===== config.mk =====
export PLATFORM = sky130hd
export DESIGN_NAME = adcp_port
export DESIGN_NICKNAME = d
export VERILOG_FILES = /design/src/adcp_port.v
export VERILOG_INCLUDE_DIRS = /design/src
export SDC_FILE = /design/constraint.sdc
export NUM_CORES = 1
export LEC_CHECK = 0
export BUFFER_PORTS_ARGS = -buffer_cell sky130_fd_sc_hd__buf_2
export CORE_UTILIZATION = 60
export DETAILED_ROUTE_END_ITERATION = 16
export GPL_TIMING_DRIVEN = 1
export PLACE_DENSITY_LB_ADDON = 0.08
export SYNTH_ARGS = -nofsm -noshare
export SYNTH_HDL_FRONTEND = slang
export SYNTH_SLANG_ARGS = --single-unit

===== constraint.sdc =====
create_clock -name mclk -period 3.6 [get_ports mclk]
set_input_delay 0.36 -clock mclk [delete_from_list [all_inputs] [get_ports mclk]]
set_output_delay 0.36 -clock mclk [all_outputs]
set_load 0.02 [all_outputs]

===== src/adcp_defs.vh =====
// Constants and field positions of the converter serial configuration port.
`ifndef ADCP_DEFS_VH
`define ADCP_DEFS_VH

// ****************************************************************
// Configuration word fields, first received bit at the top.
// ****************************************************************
`define ADCP_CFG_BITS       8
`define ADCP_F_SINGLE       7
`define ADCP_F_ODD          6
`define ADCP_F_SEL_HI       5
`define ADCP_F_SEL_LO       4
`define ADCP_F_SPAN         3
`define ADCP_F_ORDER        2
`define ADCP_F_WL_HI        1
`define ADCP_F_WL_LO        0

// ****************************************************************
// Word lengths and codes.
// ****************************************************************
`define ADCP_WL_8           2'h0
`define ADCP_WL_DOWN        2'h1
`define ADCP_WL_12          2'h2
`define ADCP_WL_16          2'h3
`define ADCP_LEN_8          5'h08
`define ADCP_LEN_10         5'h0a
`define ADCP_LEN_12         5'h0c
`define ADCP_LEN_16         5'h10
`define ADCP_RES_BITS       12
`define ADCP_BIPOLAR_FLIP   12'h800
`define ADCP_RESULT_RST     12'h000
`define ADCP_CFG_RST        8'h00

// ****************************************************************
// Timing in conversion-clock falling edges.
// ****************************************************************
`define ADCP_DEGLITCH_EDGES 2'h2
`define ADCP_CONV_EDGES     4'hc

`endif


===== src/adcp_port.v =====
// Serial configuration port and control logic of an eight-input converter.
`timescale 1ns/1ps
`default_nettype none
`include "adcp_defs.vh"

module adcp_port (
	input  wire        mclk,
	input  wire        rst_n,
	input  wire        cs_n_pin,
	input  wire        sclk_pin,
	input  wire        din_pin,
	input  wire        aclk_pin,
	input  wire [11:0] adc_raw,
	output reg         dout,
	output reg         dout_oe,
	output reg  [2:0]  mux_pos,
	output reg  [2:0]  mux_neg,
	output reg         neg_is_shared_ground,
	output reg         span_unipolar,
	output reg         conv_start,
	output reg         conv_busy,
	output reg         power_down
);

	// ****************************************************************
	// State codes.
	// ****************************************************************
	localparam [2:0] ST_IDLE  = 3'h0;
	localparam [2:0] ST_SHIFT = 3'h1;
	localparam [2:0] ST_CONV  = 3'h2;
	localparam [2:0] ST_DOWN  = 3'h3;
	localparam [2:0] ST_WAIT  = 3'h4;

	reg        cs_s1;
	reg        cs_s2;
	reg        sc_s1;
	reg        sc_s2;
	reg        sc_d;
	reg        dn_s1;
	reg        dn_s2;
	reg        ac_s1;
	reg        ac_s2;
	reg        ac_d;
	reg        cs_rec;
	reg        cs_rec_d;
	reg [1:0]  dg_cnt;
	reg [2:0]  state;
	reg [4:0]  bit_cnt;
	reg [3:0]  out_idx;
	reg [3:0]  conv_cnt;
	reg [7:0]  cfg;
	reg [7:0]  req_cfg;
	reg [11:0] result;
	reg        res_order;

	wire sclk_rise;
	wire sclk_fall;
	wire aclk_fall;
	wire cs_fall_rec;
	wire [4:0] cur_len;

	// ****************************************************************
	// Helper functions.
	// ****************************************************************
	function [4:0] word_len;
		input [1:0] wl;
		begin
			case (wl)
				`ADCP_WL_8:    word_len = `ADCP_LEN_8;
				`ADCP_WL_DOWN: word_len = `ADCP_LEN_10;
				`ADCP_WL_12:   word_len = `ADCP_LEN_12;
				default:       word_len = `ADCP_LEN_16;
			endcase
		end
	endfunction

	// Bits past the twelfth read as zero in either order.
	function out_bit;
		input [11:0] res;
		input        msb_first;
		input [3:0]  k;
		begin
			if (k >= `ADCP_RES_BITS)
				out_bit = 1'b0;
			else if (msb_first)
				out_bit = res[4'hb - k];
			else
				out_bit = res[k];
		end
	endfunction

	// ****************************************************************
	// Pin synchronisers and edge detection.
	// ****************************************************************
	always @(posedge mclk) begin
		if (!rst_n) begin
			cs_s1 <= 1'b1;
			cs_s2 <= 1'b1;
			sc_s1 <= 1'b0;
			sc_s2 <= 1'b0;
			sc_d  <= 1'b0;
			dn_s1 <= 1'b0;
			dn_s2 <= 1'b0;
			ac_s1 <= 1'b0;
			ac_s2 <= 1'b0;
			ac_d  <= 1'b0;
		end else begin
			cs_s1 <= cs_n_pin;
			cs_s2 <= cs_s1;
			sc_s1 <= sclk_pin;
			sc_s2 <= sc_s1;
			sc_d  <= sc_s2;
			dn_s1 <= din_pin;
			dn_s2 <= dn_s1;
			ac_s1 <= aclk_pin;
			ac_s2 <= ac_s1;
			ac_d  <= ac_s2;
		end
	end

	assign sclk_rise   = sc_s2 & ~sc_d;
	assign sclk_fall   = ~sc_s2 & sc_d;
	assign aclk_fall   = ~ac_s2 & ac_d;
	assign cs_fall_rec = ~cs_rec & cs_rec_d;
	assign cur_len     = word_len(cfg[`ADCP_F_WL_HI:`ADCP_F_WL_LO]);

	// ****************************************************************
	// Select deglitcher: a new level must hold over two falling edges.
	// ****************************************************************
	always @(posedge mclk) begin
		if (!rst_n) begin
			cs_rec   <= 1'b1;
			cs_rec_d <= 1'b1;
			dg_cnt   <= 2'h0;
		end else begin
			cs_rec_d <= cs_rec;
			if (cs_s2 == cs_rec) begin
				dg_cnt <= 2'h0;
			end else if (aclk_fall) begin
				if (dg_cnt == `ADCP_DEGLITCH_EDGES - 2'h1) begin
					cs_rec <= cs_s2;
					dg_cnt <= 2'h0;
				end else begin
					dg_cnt <= dg_cnt + 2'h1;
				end
			end
		end
	end

	// ****************************************************************
	// Exchange, conversion and power-down sequencing.
	// ****************************************************************
	always @(posedge mclk) begin
		if (!rst_n) begin
			state      <= ST_IDLE;
			bit_cnt    <= 5'h00;
			out_idx    <= 4'h0;
			conv_cnt   <= 4'h0;
			cfg        <= `ADCP_CFG_RST;
			req_cfg    <= `ADCP_CFG_RST;
			result     <= `ADCP_RESULT_RST;
			res_order  <= 1'b0;
			dout       <= 1'b0;
			dout_oe    <= 1'b0;
			conv_start <= 1'b0;
			conv_busy  <= 1'b0;
			power_down <= 1'b0;
		end else begin
			conv_start <= 1'b0;
			case (state)
				ST_IDLE: begin
					// A frame opens on recognised select low, also after a
					// conversion run with select held low.
					if (!cs_rec) begin
						state   <= ST_SHIFT;
						bit_cnt <= 5'h00;
						out_idx <= 4'h0;
						dout    <= out_bit(result, res_order, 4'h0);
						dout_oe <= 1'b1;
					end
				end
				ST_SHIFT: begin
					if (cs_rec) begin
						state   <= ST_IDLE;
						dout_oe <= 1'b0;
					end else if (bit_cnt >= `ADCP_LEN_8 && bit_cnt == cur_len) begin
						dout_oe <= 1'b0;
						if (cfg[`ADCP_F_WL_HI:`ADCP_F_WL_LO] == `ADCP_WL_DOWN) begin
							state      <= ST_DOWN;
							power_down <= 1'b1;
						end else begin
							state      <= ST_CONV;
							req_cfg    <= cfg;
							conv_cnt   <= 4'h0;
							conv_start <= 1'b1;
							conv_busy  <= 1'b1;
						end
					end else begin
						if (sclk_rise) begin
							if (bit_cnt < `ADCP_LEN_8)
								cfg <= {cfg[6:0], dn_s2};
							bit_cnt <= bit_cnt + 5'h01;
						end
						if (sclk_fall && bit_cnt != 5'h00) begin
							out_idx <= out_idx + 4'h1;
							dout    <= out_bit(result, res_order, out_idx + 4'h1);
						end
					end
				end
				ST_CONV: begin
					// Shift clock and select are not watched until done.
					if (aclk_fall) begin
						if (conv_cnt == `ADCP_CONV_EDGES - 4'h1) begin
							conv_busy <= 1'b0;
							res_order <= req_cfg[`ADCP_F_ORDER];
							if (req_cfg[`ADCP_F_SPAN])
								result <= adc_raw;
							else
								result <= adc_raw ^ `ADCP_BIPOLAR_FLIP;
							state <= cs_rec ? ST_IDLE : ST_WAIT;
						end else begin
							conv_cnt <= conv_cnt + 4'h1;
						end
					end
				end
				ST_WAIT: begin
					// Select held low through the conversion: one idle cycle
					// lets the new result settle before the next frame.
					state <= ST_IDLE;
				end
				ST_DOWN: begin
					if (cs_fall_rec || (!cs_rec && (sclk_rise || sclk_fall))) begin
						power_down <= 1'b0;
						state      <= ST_IDLE;
					end
				end
				default: begin
					state   <= ST_IDLE;
					dout_oe <= 1'b0;
				end
			endcase
		end
	end

	// ****************************************************************
	// Multiplexer and span controls for the running conversion.
	// ****************************************************************
	always @(posedge mclk) begin
		if (!rst_n) begin
			mux_pos              <= 3'h0;
			mux_neg              <= 3'h1;
			neg_is_shared_ground <= 1'b0;
			span_unipolar        <= 1'b0;
		end else if (conv_start) begin
			mux_pos <= {req_cfg[`ADCP_F_SEL_HI:`ADCP_F_SEL_LO], req_cfg[`ADCP_F_ODD]};
			mux_neg <= {req_cfg[`ADCP_F_SEL_HI:`ADCP_F_SEL_LO], ~req_cfg[`ADCP_F_ODD]};
			neg_is_shared_ground <= req_cfg[`ADCP_F_SINGLE];
			span_unipolar        <= req_cfg[`ADCP_F_SPAN];
		end
	end

endmodule // adcp_port

`default_nettype wire


Word-level counts from Yosys, hierarchy flattened
Index checks and enable logic that the tools add are counted.
Storage, ports and cells
  flip-flop bits (word level): 72
  bits in latches: 0
  memory bits (writable): 0
  memory bits (read-only): 0
  input port bits: 18
  output and inout bits: 13
  word-level logic and storage cells: 161
  memories: 0
Cells by class
  add/subtract/negate cells: 5
  $mul: 0
  div/mod/pow operators: 0
  magnitude comparators: 5
  equal/unequal tests: 23
  shift operators: 0
  multiplexer cells: 56
  bitwise gates (word level): 16
  reductions and logical operators: 26
Operators by type and width (number)
  2-to-1 mux 4 bit: 9
  AND reduction 5 bit: 5
  != test 2 bit, second input constant: 12
  2-to-1 mux 1 bit: 23
  2-to-1 mux 3 bit: 7
  2-to-1 mux 5 bit: 4
  case mux 4 bit (2 select lines): 2
  case mux 5 bit (3 select lines): 1
  2-to-1 mux 12 bit: 1
  NOT 1 bit: 12
  case mux 3 bit (4 select lines): 1
  AND reduction 6 bit: 2
  < comparator 4 x 5 -> 1 bit, second input constant: 2
  case mux 5 bit (2 select lines): 1
  AND reduction 3 bit: 3
  adder 4 x 1 -> 4 bit, second input constant: 2
  binary-select mux 1 bit (select 4 bit): 2
  == test 3 x 2 -> 1 bit, second input constant: 2
  case mux 1 bit (2 select lines): 3
  nonzero test 2 bit: 3
  adder 5 x 1 -> 5 bit, second input constant: 1
  == test 5 bit: 1
  greater-or-equal comparator 5 x 4 -> 1 bit, second input constant: 1
  < comparator 5 x 4 -> 1 bit, second input constant: 1
  23 further kinds: 30

Logic depth before layout (Yosys ltp)
  depth after elaboration: 10
  depth in mapped cells: 10

Worst setup path before layout
OpenSTA, ideal clock, no wires.
  path kind: register to register
  start: reg out_idx[0]
  end: reg dout
  setup time: 0.069 ns
  data arrival time: 1.932 ns
  data required time: 3.531 ns
  path slack: 1.599 ns
  stages on the path, launching flop included: 11
  cells stage by stage: dfxtp_1 clkbuf_1 nand3_1 xor2_1 inv_1 ha_1 nor3b_1 o21ai_0 o21ai_0 a22oi_1 o21ai_1
On the way
  longest elaborated chain between the ends: 10
Ends and longest elaborated chain
  start, declared: line adcp_port.v:49  | reg [3:0] out_idx;
  start signal, assigned: line adcp_port.v:205  | out_idx <= out_idx + 4'h1;
  adder 4 x 1 -> 4 bit *: line adcp_port.v:206  | dout <= out_bit(result, res_order, out_idx + 4'h1);
  subtractor 4 bit: line adcp_port.v:86  | out_bit = res[4'hb - k];
  binary-select mux 1 bit (select 4 bit): line adcp_port.v:86
  2-to-1 mux 1 bit (implied by the code): line adcp_port.v:86
  2-to-1 mux 1 bit: line adcp_port.v:85  | else if (msb_first)
  2-to-1 mux 1 bit *: line adcp_port.v:83  | if (k >= `ADCP_RES_BITS)
  2-to-1 mux 1 bit *: line adcp_port.v:204  | if (sclk_fall && bit_cnt != 5'h00) begin
  2-to-1 mux 1 bit *: line adcp_port.v:186  | end else if (bit_cnt >= `ADCP_LEN_8 && bit_cnt == cur_len) begin
  2-to-1 mux 1 bit *: line adcp_port.v:183  | if (cs_rec) begin
  case mux 1 bit (2 select lines) *: line adcp_port.v:170  | case (state)
  end signal, assigned: line adcp_port.v:178  | dout <= out_bit(result, res_order, 4'h0);
  end signal, assigned: line adcp_port.v:206
  end, declared: line adcp_port.v:14  | output reg dout,
Every way passes the cells marked *; elsewhere a longest branch is shown, timed or not. The select of a mux whose other input is x is not followed.
A chain may end at the register's enable or synchronous reset.

Final worst setup path
Ends and elaborated chain as after synthesis.

==> flow_metrics.tcl <==
set metrics [dict create \
    status "complete, no violations" \
    syn_area_um2 3198 \
    ys_seq_area_share_pct 42.57 \
    drive_gt1_share_pct 17.46 \
    worstPathMaxFanout 10 \
    total_power_mw 1.447 \
    grt_pass1_wl_um 9025 \
    wirelength_um 5458 \
    final_nets 376 \
    postRouteAntennaNets 0 \
    hp-start "cs_n_pin" \
    die_y_um 75.01 \
    synth_xor_area_share_pct 2.191 \
    rsz0062_at_grt "no" \
    dpl_cell_area_um2 3361 \
    power_density_nw_per_um2 405.8 \
    detailed_place_hpwl_um 3788 \
    place.port_buffers 30 \
    overflow 0 \
    cts_setup_buffers 0 \
    irDropWorstVdd_v 0.0003309 \
    reg2reg_from "out_idx[0]" \
    synth_top_flop_cell "dfxtp_1" \
    synthAdderAreaFrac_pct 2.739 \
    rrSetupSlack_ns 1.35 \
    hp-class "in2reg" \
    grt_use_total_pct 21.44 \
    clock_sinks 68 \
    dr.pass1.iters 4 \
    synth_warnings 0 \
    cts_tree "yes" \
    grt_max_degree 43 \
    area_growth_pct 11.50 \
    yosys.area.top_type "dfxtp_1" \
    core-area_um2 5107 \
    hold-path-cell-count 2 \
    antennaDiodeCount 0 \
    worstSkewPairLatency_ns 0.33 \
    fin_area_um2 3566 \
    cap_violations 0 \
    worst_slew_pin_slew_ns 0.8416 \
    cts-root-buf "clkbuf_8" \
    syn-mean-instance-area_um2 9.750 \
    fin_crit_sh_pct 62.43 \
    clockBufferDepth 2 \
    rows 26 \
    initial_utilization_pct 62.62 \
    cts_buffers 9 \
    cellLeakagePower_nw 1.357 \
    final_util_pct 69.82 \
    avgViaCountPerCell 5.407 \
    tns_ns 0 \
    routabilityCongestion 0.8067 \
    post_cts_resized 0 \
    cts.reportedPaths.clkPinSlew_ns 0.07 \
    cp.required_ns 3.86 \
    synth_edf_count 0 \
    drv_slew 0 \
    synth_top_family_by_area "simple AND/OR/NAND/NOR gates" \
    synthTopCellsByCount "68 x dfxtp_1, 36 x nor2b_1, 34 x mux2i_1" \
    fin_crit_ns 2.247 \
    hold_viol 0 \
    synthSimpleGateAreaFrac_pct 22.65 \
    synth.mux.area_fraction_pct 15.22 \
    hold_buffers 0 \
    arrival_ns 2.51 \
    yosysTopAreaCellShare_pct 42.57 \
    final-setup-viol-count 0 \
    fin_skew_ns 0.009094 \
    path_class "reg2reg" \
    synth_cells 328 \
    ctsHtreeMaxLevel 3 \
    min_to "cs_s1" \
    ios 31 \
    antenna_found_initial 0 \
    drc 0 \
    wl_per_cell_um 12.84 \
    synth_compound_area_share_pct 10.76 \
    rr_worst_depth 8 \
    synth.most_common_cell "dfxtp_1" \
    grt_pass1_vias 2018 \
    timing.fmax_ghz 0.4450 \
    vias 2298 \
    synth_area_leaders "dfxtp_1 43%, mux2i_1 11%, nor2b_1 7.0%" \
    synthArstFlopShare_pct 0 \
    first_iter_violations 85 \
    cp-end-kind "flip-flop" \
    timing.slew.headroom_pct 43.16 \
    holdWs_ns 0.2119 \
    die_x_um 75.01 \
    dieArea_um2 5626 \
    syn_nets 353 \
    synth-seq-cells 68 \
    yosys.cell_types.count 52 \
    start_kind "flip-flop" \
    r2r_end "dout" \
]
critical path, cell delays in order (launching register included):
cell,delay [ns]
dfxtp_1,0.60
ha_1,0.29
xor2_1,0.36
ha_1,0.32
nor3b_1,0.18
o21ai_0,0.09
o21ai_0,0.09
a22oi_1,0.09
o21ai_1,0.15
stage by stage:
| step | setup WS (ns) | cells |
|---|---|---|
| global placement | 1.373 | 410 |
| floorplan | 1.599 | 328 |
| global route | 1.157 | 425 |
| finish | 1.353 | 425 |
| CTS | 1.362 | 425 |
| detailed placement | 1.378 | 410 |
final cells by class:
class,instances,area [um2]
inverters,11,41.29
clock inverters,5,77.57
clock buffers,10,127.6
well taps,70,87.58
multi-input cells,230,1713
flip-flops and latches,68,1361
repair buffers,31,157.7
fillers,413,1541
cell families after synthesis:
| logic type | count (synthesis) |
|---|---|
| simple gates | 123 |
| flops | 68 |
| compound gates | 51 |
| mux | 41 |
| buf+inv | 30 |
| xor+xnor | 8 |
| fa+ha+maj | 7 |
power breakdown:
part / internal [mW] / leakage [nW] / switching (mW)
registers: 0.757 / 0.550 / 0.00169
clock network: 0.384 / 0.102 / 0.272
logic: 0.0177 / 0.705 / 0.0152
how the worst max path moves through the flow:
stage	start	end	slack, ns
floorplan	out_idx[0]	dout	1.60
global placement	out_idx[0]	dout	1.37
detailed placement	state[0]	cfg[0]	1.38
CTS	out_idx[0]	dout	1.36
global route	out_idx[0]	dout	1.16
finish	out_idx[0]	dout	1.35
cells in the final DEF (no fill, tap or decap), types with 2 or more instances in the layout:
cell type / n
ha_1: 7
bufinv_16: 2
o21ai_0: 14
buf_2: 30
nor3b_1: 3
nand4_1: 6
and2_1: 10
mux2i_1: 34
nor3_1: 2
nand3_1: 7
o21ai_1: 2
a21oi_1: 7
xor2_1: 4
nor2b_1: 36
or3_1: 4
clkbuf_8: 9
o21a_1: 3
inv_1: 10
nor2_1: 16
nor4_1: 3
o41ai_1: 2
nand2_1: 17
mux4_2: 6
a31oi_1: 5
xnor2_1: 4
dfxtp_1: 68
clkinv_2: 2
a21boi_0: 7
nand2b_1: 9
flip-flops by register name, summed over array words and instances, names as in the netlist, 2 cells and up:
name      count
bit_cnt       5
cfg           8
conv_cnt      4
dg_cnt        2
mux_pos       3
out_idx       4
req_cfg       6
result       12
state         3
routing by layer:
| layer | part of all wire, % | vias up | wire [um] | global-route usage [%] |
|---|---|---|---|---|
| met3 | 3.6 | 8 | 194 | 4.016 |
| met1 | 50 | 1050 | 2743 | 28.11 |
| met5 | 0 | - | 0 | 0 |
| met2 | 45 | 45 | 2432 | 33.33 |
| met4 | 1.6 | 0 | 89 | 12.16 |
| li1 | - | 1195 | - | - |
Power figures use the tool's default switching activity.
